--- src/mblc_defs.svh ---
// Constants of the bit, logic and call execute block.
// Functional notes
// - Bit set forces chosen bit of addressed file register high, flags untouched.
// - AND accumulator with file; destination bit picks accumulator or file; null flag only.
// - Skip next instruction when tested bit is zero; flags untouched.
// - Skip next instruction when tested bit is one; flags untouched.
// - A taken skip discards the prefetched instruction and runs an idle cycle instead.
// - Accumulator clear loads zero and sets the null flag.
// - Call pushes current program counter plus one onto the stack.
// - Call loads its 8-bit literal into program counter bits 7 to 0.
// - Call copies status bits 6 and 5 into program counter bits 10 and 9.
// - Call clears program counter bit 8, takes two cycles, flags untouched.
// - Watchdog kick resets the watchdog counter to zero.
// - Watchdog kick clears the prescaler only while it is assigned to the watchdog.
// - Watchdog kick sets both the expiry flag and the sleep entry flag.
`ifndef MBLC_DEFS_SVH
`define MBLC_DEFS_SVH
`define MBLC_PHASES      4
`define MBLC_PHASE_W     2
`define MBLC_PHASE_TAKE  2'h0
`define MBLC_PHASE_COMMIT 2'h3
`define MBLC_PC_RST      11'h000
`define MBLC_ACC_RST     8'h00
`define MBLC_ACC_ZERO    8'h00
`define MBLC_WDT_RST     8'h00
`define MBLC_WDT_ZERO    8'h00
`define MBLC_FLAG_RST    1'b1
`define MBLC_PC8_VALUE   1'b0
`define MBLC_DEST_ACC    1'b0
`define MBLC_DEST_FILE   1'b1
`endif

--- src/mblc_pkg.sv ---
// Types of the bit, logic and call execute block.
package mblc_pkg;
  typedef enum logic [2:0] {
    MBLC_OP_BIT_SET,
    MBLC_OP_ACC_AND_FILE,
    MBLC_OP_SKIP_IF_CLEAR,
    MBLC_OP_SKIP_IF_SET,
    MBLC_OP_ACC_CLEAR,
    MBLC_OP_CALL,
    MBLC_OP_WATCHDOG_KICK
  } mblc_op_type;

  typedef enum logic [1:0] {
    MBLC_CYC_NONE,
    MBLC_CYC_EXEC,
    MBLC_CYC_IDLE
  } mblc_cycle_type;
endpackage : mblc_pkg

--- src/mblc_exec.sv ---
// Execute unit for bit set, AND, bit test skips, accumulator clear, call and watchdog kick.
`include "mblc_defs.svh"
module mblc_exec #(
  parameter int ADDR_W = 5,
  parameter int DATA_W = 8,
  parameter int PC_W   = 11
) (
  input  wire logic                clk,
  input  wire logic                rst_b,
  input  wire logic                op_valid,
  input  mblc_pkg::mblc_op_type    op_code,
  input  wire logic [ADDR_W-1:0]   file_addr,
  input  wire logic [2:0]          bit_sel,
  input  wire logic                dest_bit,
  input  wire logic [7:0]          literal,
  input  wire logic [1:0]          page_bits,
  input  wire logic                prescaler_on_wdt,
  input  wire logic                wdt_tick,
  input  wire logic                expiry_clear,
  input  wire logic                sleep_clear,
  input  wire logic                load_en,
  input  wire logic [ADDR_W-1:0]   load_addr,
  input  wire logic [DATA_W-1:0]   load_data,
  output logic                     op_taken,
  output logic                     instr_done,
  output logic                     idle_cycle,
  output logic [DATA_W-1:0]        acc,
  output logic                     null_flag,
  output logic [PC_W-1:0]          program_counter,
  output logic                     stack_push,
  output logic [PC_W-1:0]          stack_data,
  output logic [7:0]               watchdog_counter,
  output logic                     prescaler_clear,
  output logic                     watchdog_expiry_flag,
  output logic                     sleep_entry_flag
);
  logic [`MBLC_PHASE_W-1:0] phase_reg, phase_next;
  mblc_pkg::mblc_cycle_type cyc_reg, cyc_next;
  mblc_pkg::mblc_op_type    op_reg, op_next;
  logic [ADDR_W-1:0]        addr_reg, addr_next;
  logic [2:0]               bit_reg, bit_next;
  logic                     dest_reg, dest_next;
  logic [7:0]               lit_reg, lit_next;
  logic [1:0]               page_reg, page_next;
  logic                     pend_idle_reg, pend_idle_next;
  logic                     pend_adv_reg, pend_adv_next;
  logic                     idle_adv_reg, idle_adv_next;
  logic                     taken_reg, taken_next;
  logic                     done_reg, done_next;
  logic                     idle_reg, idle_next;
  logic [DATA_W-1:0]        acc_reg, acc_next;
  logic                     null_reg, null_next;
  logic [PC_W-1:0]          pc_reg, pc_next;
  logic                     push_reg, push_next;
  logic [PC_W-1:0]          push_data_reg, push_data_next;
  logic [7:0]               wdt_reg, wdt_next;
  logic                     pre_clr_reg, pre_clr_next;
  logic                     expiry_reg, expiry_next;
  logic                     sleep_reg, sleep_next;
  logic [DATA_W-1:0]        rd_data;
  logic                     mem_wr_en;
  logic [ADDR_W-1:0]        mem_wr_addr;
  logic [DATA_W-1:0]        mem_wr_data;
  logic                     exec_wr;
  logic [DATA_W-1:0]        exec_wr_data;
  logic [DATA_W-1:0]        and_result;
  logic                     commit;
  logic                     take;

  mblc_file_mem #(
    .ADDR_W (ADDR_W),
    .DATA_W (DATA_W)
  ) u_file_mem (
    .clk     (clk),
    .rst_b   (rst_b),
    .rd_addr (addr_reg),
    .rd_data (rd_data),
    .wr_en   (mem_wr_en),
    .wr_addr (mem_wr_addr),
    .wr_data (mem_wr_data)
  );

  // The instruction cycle is four clocks: take in phase 0, read data settle, commit in phase 3.
  always_comb begin
    take       = (phase_reg == `MBLC_PHASE_TAKE);
    commit     = (phase_reg == `MBLC_PHASE_COMMIT);
    and_result = acc_reg & rd_data;
    phase_next = phase_reg + `MBLC_PHASE_W'(1);
    cyc_next   = cyc_reg;
    op_next    = op_reg;
    addr_next  = addr_reg;
    bit_next   = bit_reg;
    dest_next  = dest_reg;
    lit_next   = lit_reg;
    page_next  = page_reg;
    pend_idle_next = pend_idle_reg;
    pend_adv_next  = pend_adv_reg;
    idle_adv_next  = idle_adv_reg;
    taken_next = 1'b0;
    done_next  = 1'b0;
    idle_next  = 1'b0;
    acc_next   = acc_reg;
    null_next  = null_reg;
    pc_next    = pc_reg;
    push_next  = 1'b0;
    push_data_next = push_data_reg;
    wdt_next   = wdt_tick ? wdt_reg + 8'h01 : wdt_reg;
    pre_clr_next = 1'b0;
    expiry_next  = expiry_clear ? 1'b0 : expiry_reg;
    sleep_next   = sleep_clear ? 1'b0 : sleep_reg;
    exec_wr      = 1'b0;
    exec_wr_data = rd_data;
    if (take) begin
      if (pend_idle_reg) begin
        // The prefetched instruction is dropped; an idle cycle runs in its place.
        cyc_next       = mblc_pkg::MBLC_CYC_IDLE;
        idle_adv_next  = pend_adv_reg;
        pend_idle_next = 1'b0;
      end else if (op_valid) begin
        cyc_next   = mblc_pkg::MBLC_CYC_EXEC;
        op_next    = op_code;
        addr_next  = file_addr;
        bit_next   = bit_sel;
        dest_next  = dest_bit;
        lit_next   = literal;
        page_next  = page_bits;
        taken_next = 1'b1;
      end else begin
        cyc_next = mblc_pkg::MBLC_CYC_NONE;
      end
    end
    if (commit) begin
      unique case (cyc_reg)
        mblc_pkg::MBLC_CYC_NONE: begin
        end
        mblc_pkg::MBLC_CYC_IDLE: begin
          done_next = 1'b1;
          idle_next = 1'b1;
          if (idle_adv_reg) begin
            pc_next = pc_reg + PC_W'(1);
          end
        end
        mblc_pkg::MBLC_CYC_EXEC: begin
          done_next = 1'b1;
          pc_next   = pc_reg + PC_W'(1);
          case (op_reg)
            mblc_pkg::MBLC_OP_BIT_SET: begin
              exec_wr      = 1'b1;
              exec_wr_data = rd_data | (DATA_W'(1) << bit_reg);
            end
            mblc_pkg::MBLC_OP_ACC_AND_FILE: begin
              null_next = (and_result == '0);
              if (dest_reg == `MBLC_DEST_FILE) begin
                exec_wr      = 1'b1;
                exec_wr_data = and_result;
              end else begin
                acc_next = and_result;
              end
            end
            mblc_pkg::MBLC_OP_SKIP_IF_CLEAR: begin
              pend_idle_next = ~rd_data[bit_reg];
              pend_adv_next  = 1'b1;
            end
            mblc_pkg::MBLC_OP_SKIP_IF_SET: begin
              pend_idle_next = rd_data[bit_reg];
              pend_adv_next  = 1'b1;
            end
            mblc_pkg::MBLC_OP_ACC_CLEAR: begin
              acc_next  = `MBLC_ACC_ZERO;
              null_next = 1'b1;
            end
            mblc_pkg::MBLC_OP_CALL: begin
              push_next      = 1'b1;
              push_data_next = pc_reg + PC_W'(1);
              pc_next        = PC_W'({page_reg, `MBLC_PC8_VALUE, lit_reg});
              // The second cycle is idle and leaves the new target in place.
              pend_idle_next = 1'b1;
              pend_adv_next  = 1'b0;
            end
            mblc_pkg::MBLC_OP_WATCHDOG_KICK: begin
              wdt_next     = `MBLC_WDT_ZERO;
              pre_clr_next = prescaler_on_wdt;
              expiry_next  = 1'b1;
              sleep_next   = 1'b1;
            end
            default: begin
            end
          endcase
        end
        default: begin
        end
      endcase
    end
    // A host load only lands when the executing instruction does not write.
    mem_wr_en   = exec_wr | load_en;
    mem_wr_addr = exec_wr ? addr_reg : load_addr;
    mem_wr_data = exec_wr ? exec_wr_data : load_data;
  end

  always_ff @(posedge clk or negedge rst_b) begin
    if (!rst_b) begin
      phase_reg      <= `MBLC_PHASE_TAKE;
      cyc_reg        <= mblc_pkg::MBLC_CYC_NONE;
      op_reg         <= mblc_pkg::MBLC_OP_BIT_SET;
      addr_reg       <= '0;
      bit_reg        <= 3'h0;
      dest_reg       <= `MBLC_DEST_ACC;
      lit_reg        <= 8'h00;
      page_reg       <= 2'h0;
      pend_idle_reg  <= 1'b0;
      pend_adv_reg   <= 1'b0;
      idle_adv_reg   <= 1'b0;
      taken_reg      <= 1'b0;
      done_reg       <= 1'b0;
      idle_reg       <= 1'b0;
      acc_reg        <= `MBLC_ACC_RST;
      null_reg       <= 1'b0;
      pc_reg         <= `MBLC_PC_RST;
      push_reg       <= 1'b0;
      push_data_reg  <= `MBLC_PC_RST;
      wdt_reg        <= `MBLC_WDT_RST;
      pre_clr_reg    <= 1'b0;
      expiry_reg     <= `MBLC_FLAG_RST;
      sleep_reg      <= `MBLC_FLAG_RST;
    end else begin
      phase_reg      <= phase_next;
      cyc_reg        <= cyc_next;
      op_reg         <= op_next;
      addr_reg       <= addr_next;
      bit_reg        <= bit_next;
      dest_reg       <= dest_next;
      lit_reg        <= lit_next;
      page_reg       <= page_next;
      pend_idle_reg  <= pend_idle_next;
      pend_adv_reg   <= pend_adv_next;
      idle_adv_reg   <= idle_adv_next;
      taken_reg      <= taken_next;
      done_reg       <= done_next;
      idle_reg       <= idle_next;
      acc_reg        <= acc_next;
      null_reg       <= null_next;
      pc_reg         <= pc_next;
      push_reg       <= push_next;
      push_data_reg  <= push_data_next;
      wdt_reg        <= wdt_next;
      pre_clr_reg    <= pre_clr_next;
      expiry_reg     <= expiry_next;
      sleep_reg      <= sleep_next;
    end
  end

  assign op_taken             = taken_reg;
  assign instr_done           = done_reg;
  assign idle_cycle           = idle_reg;
  assign acc                  = acc_reg;
  assign null_flag            = null_reg;
  assign program_counter      = pc_reg;
  assign stack_push           = push_reg;
  assign stack_data           = push_data_reg;
  assign watchdog_counter     = wdt_reg;
  assign prescaler_clear      = pre_clr_reg;
  assign watchdog_expiry_flag = expiry_reg;
  assign sleep_entry_flag     = sleep_reg;
endmodule : mblc_exec

--- src/mblc_file_mem.sv ---
// File register store with registered read data.
module mblc_file_mem #(
  parameter int ADDR_W = 5,
  parameter int DATA_W = 8
) (
  input  wire logic              clk,
  input  wire logic              rst_b,
  input  wire logic [ADDR_W-1:0] rd_addr,
  output logic      [DATA_W-1:0] rd_data,
  input  wire logic              wr_en,
  input  wire logic [ADDR_W-1:0] wr_addr,
  input  wire logic [DATA_W-1:0] wr_data
);
  logic [DATA_W-1:0] mem [0:(1<<ADDR_W)-1];

  always_ff @(posedge clk) begin
    if (wr_en) begin
      mem[wr_addr] <= wr_data;
    end
  end

  always_ff @(posedge clk or negedge rst_b) begin
    if (!rst_b) begin
      rd_data <= '0;
    end else begin
      rd_data <= mem[rd_addr];
    end
  end
endmodule : mblc_file_mem

--- config.mk ---
export PLATFORM = sky130hd
export DESIGN_NAME = mblc_exec
export DESIGN_NICKNAME = d
export VERILOG_FILES = /design/src/mblc_pkg.sv /design/src/mblc_exec.sv /design/src/mblc_file_mem.sv
export VERILOG_INCLUDE_DIRS = /design/src
export SDC_FILE = /design/constraint.sdc
export NUM_CORES = 1
export LEC_CHECK = 0
export BUFFER_PORTS_ARGS = -buffer_cell sky130_fd_sc_hd__buf_2
export CORE_ASPECT_RATIO = 1.1
export CORE_UTILIZATION = 46
export DETAILED_ROUTE_END_ITERATION = 16
export HOLD_SLACK_MARGIN = 0.05
export MAX_ROUTING_LAYER = met4
export PLACE_DENSITY = 0.65
export SETUP_SLACK_MARGIN = 0.3
export SLEW_MARGIN = 20
export SYNTH_ARGS = -nofsm -noshare
export SYNTH_HDL_FRONTEND = slang
export SYNTH_SLANG_ARGS = --single-unit
export TNS_END_PERCENT = 30
--- constraint.sdc ---
create_clock -name clk -period 3.1 [get_ports clk]
set_clock_uncertainty 0.15 [all_clocks]
set_input_delay 0.62 -clock clk [delete_from_list [all_inputs] [get_ports clk]]
set_output_delay 0.62 -clock clk [all_outputs]
set_load 0.01 [all_outputs]
==> metrics.yaml <==
outcome:
  status: "finished, final reports clean"
cells_and_area:
  fin_area_mm2: 0.0164
  fin_nets: 1032
  fillerInstances: 2330
  final_util: 0.554
  area_delta_synth_final_pct: 18.0
  drive_above_1_share: 0.304
  diodes: 0
  largest_reg_flops: 256
  largest-register: "u_file_mem.mem"
power_and_ir_drop:
  power_density_mw_per_mm2: 741
  p_leak_nw: 6.14
  vdd_ir_drop_max_uv: 329
grt:
  grt_pass1_wl_um: 48400
  gr-usage-all-layers: 0.216
  grt_pass1_vias: 7948
  antenna_found_initial: 0
  grt_overflow_total: 0
  grt_start_max_net_pins: 49
critical_path:
  critPathMaxFanout: 28
  startpoint: "phase_reg[0]"
  end_kind: "flop"
  cp.buffers_inverters: 1
  cp.arrival_ps: 2650
  startpoint_type: "flop"
  max_stage_delay_ps: 600
  r2r_start: "phase_reg[0]"
  path_cells: "ha_1, and2_0, nand3_1, buf_12, mux2_1, nor2_1"
  worstSetupPathType: "reg -> reg"
  path_delay_family: "simple AND/OR/NAND/NOR gates"
  cp_data_required_time_ps: 3090
  slowest_stage: "nor2_1"
floorplan:
  num_rows: 66
  start_util: 0.469
  fp.dieH_um: 184
  die_area_mm2: 0.0309
  num_io_pins: 89
  die_w_um: 168
  core_mm2: 0.0296
synth:
  yosysMostFrequentCell: "edfxtp_1"
  netlist_area_mm2: 0.0139
  synthSimpleGateAreaFrac: 0.0738
  yosysTopAreaCellShare: 0.553
  muxShareOfSynthArea: 0.151
  synthXorXnorAreaFrac: 0.00945
  synth-seq-area-share: 0.702
  synth_common_cells: "edfxtp_1, nand2_1, mux4_2"
  syn_inst: 842
  synth-seq-cells: 339
  synthesis.nets: 891
  synthTopCellsByArea: "edfxtp_1, dfrtp_1, mux4_2"
  synth_cell_type_count: 45
  synth_top_family_by_area: "multiplexers"
  synth_warnings: 0
  synthAdderAreaFrac: 0.00540
  yosys.area.top_type: "edfxtp_1"
  synthArstFlopShare: 0.245
  synth_edf_count: 256
  synth_compound_area_frac: 0.0407
  syn_area_per_cell_um2: 16.5
  synthFlopType: "edfxtp_1"
flow_run:
  maxCapViolations: 0
clocking:
  cts_sinks: 339
  clk_pin_slew_ps: 60
  cts.path.max_buffers: 3
  cts_tree: "done"
  cts_made_buffers: 36
  root_buffer: "clkbuf_16"
  htree_num_levels: 2
  insertion_delay_ps: 520
timing:
  setup_viol: 0
  post-route-min-period_ps: 2650
  tightest_slew_ps: 877
  setup_tns_ps: 0
  max_freq_ghz: 0.377
  finalHoldViolations: 0
  slew_headroom: 0.415
  finalMaxSlewViolations: 0
  post-route-period-util: 0.856
  rsz0062_at_grt: "yes"
placement:
  io_buffers: 88
  dp.final_hpwl_um: 20500
  place.gp.congestion: 0.794
  post_dp_cell_area_mm2: 0.0152
min_path:
  hp-start: "page_bits[0]"
  min_path_type: "in -> reg"
route:
  wl_per_cell_um: 22.5
  viasPerCell: 5.67
  drt-total-wl_um: 31200
  drt-pass1-iter-count: 7
  drc: 0
  drtIter0Drc: 895
  vias: 7844
  antenna_left: 0
-- where the power goes --
group	switching (mW)	total, mW	internal (mW)	leakage [nW]
clock network	1.72	4.43	2.71	0.602
registers	0.414	5.61	5.20	3.36
logic	1.03	2.12	1.09	2.18
total	3.17	12.2	8.99	6.14
-- worst paths after layout --
check / endpoint / slack, ps / cells after the start
setup reg to reg: u_file_mem.mem[19][3] / 450 / 6
setup / recovery: u_file_mem.mem[19][3] / 450 / 6
hold / removal: page_reg[0] / 150 / 3
min in group asynchronous: u_file_mem.rd_data[3] / 540 / 2
max in group asynchronous: stack_data[3] / 1630 / 3
hold reg to reg: phase_reg[0] / 290 / 1
-- timing repair --
action,in CTS,in global routing
hold buffers,1,0
endpoints found under the hold margin,44,0
resized for setup,0,2
buffers inserted,0,0
setup endpoints to repair,0,72
-- worst reg2reg max path, delay by kind of cell, from the launching register on --
kind / cells / cell delay, ps
AND/OR/NAND/NOR: 3 / 920
flip-flops: 1 / 380
multiplexers: 1 / 370
adder cells (fa/ha/maj): 1 / 260
buffers and inverters: 1 / 220
-- placed cells by master, fill, tap and decap left out, types with 8 or more instances in the layout --
| cell type | n |
|---|---|
| dfrtp_1 | 79 |
| a21oi_1 | 19 |
| buf_2 | 87 |
| nand2_1 | 109 |
| inv_1 | 11 |
| nand3_1 | 15 |
| o21ai_0 | 27 |
| edfxtp_1 | 256 |
| clkbuf_16 | 37 |
| mux4_2 | 82 |
| nor2_1 | 53 |
| clkbuf_1 | 8 |
| a21boi_0 | 8 |
| xnor2_1 | 8 |
| buf_4 | 54 |
| mux2_2 | 12 |
| mux2i_1 | 11 |
-- final cells by class --
cell class                 count  area (um^2)  share of cell area
clock buffer                  49         1010              0.0616
clock inverter                16          209              0.0127
sequential                   339         9770               0.595
multi-input combinational    446         3920               0.239
tap                          374          468              0.0285
timing repair buffer         149          991              0.0604
inverter                      11         41.3             0.00252
-- through the flow --
step                      std cells  setup WS (ps)  power (mW)  hold WS, ps
final                          1384            447        12.2          145
after global routing           1384            270        12.7          149
after CTS                      1384            401        12.3          128
after floorplan                 842            218        7.04          174
after detailed placement       1318            423        7.84          290
after global placement         1318            509        7.81          282
-- cell families (layout without fill, tap and decap cells) --
logic type,Yosys count,in the layout
DFF,339,339
and+or+nand+nor,229,229
muxes,106,106
AOI/OAI and AO/OA,90,90
buffers and inverters,57,225
xor gates and xnor gates,15,15
adders and majority gates,6,6
-- per-layer routing --
layer | vias up | global-route usage | part of all wire
met1 | 4008 | 0.294 | 0.44
met2 | 276 | 0.336 | 0.48
met4 | 0 | 0.0635 | 0.021
met3 | 47 | 0.0402 | 0.057
li1 | 3513 | - | -
met5 | - | - | 0
No activity file was read; power rests on OpenSTA's default activity.
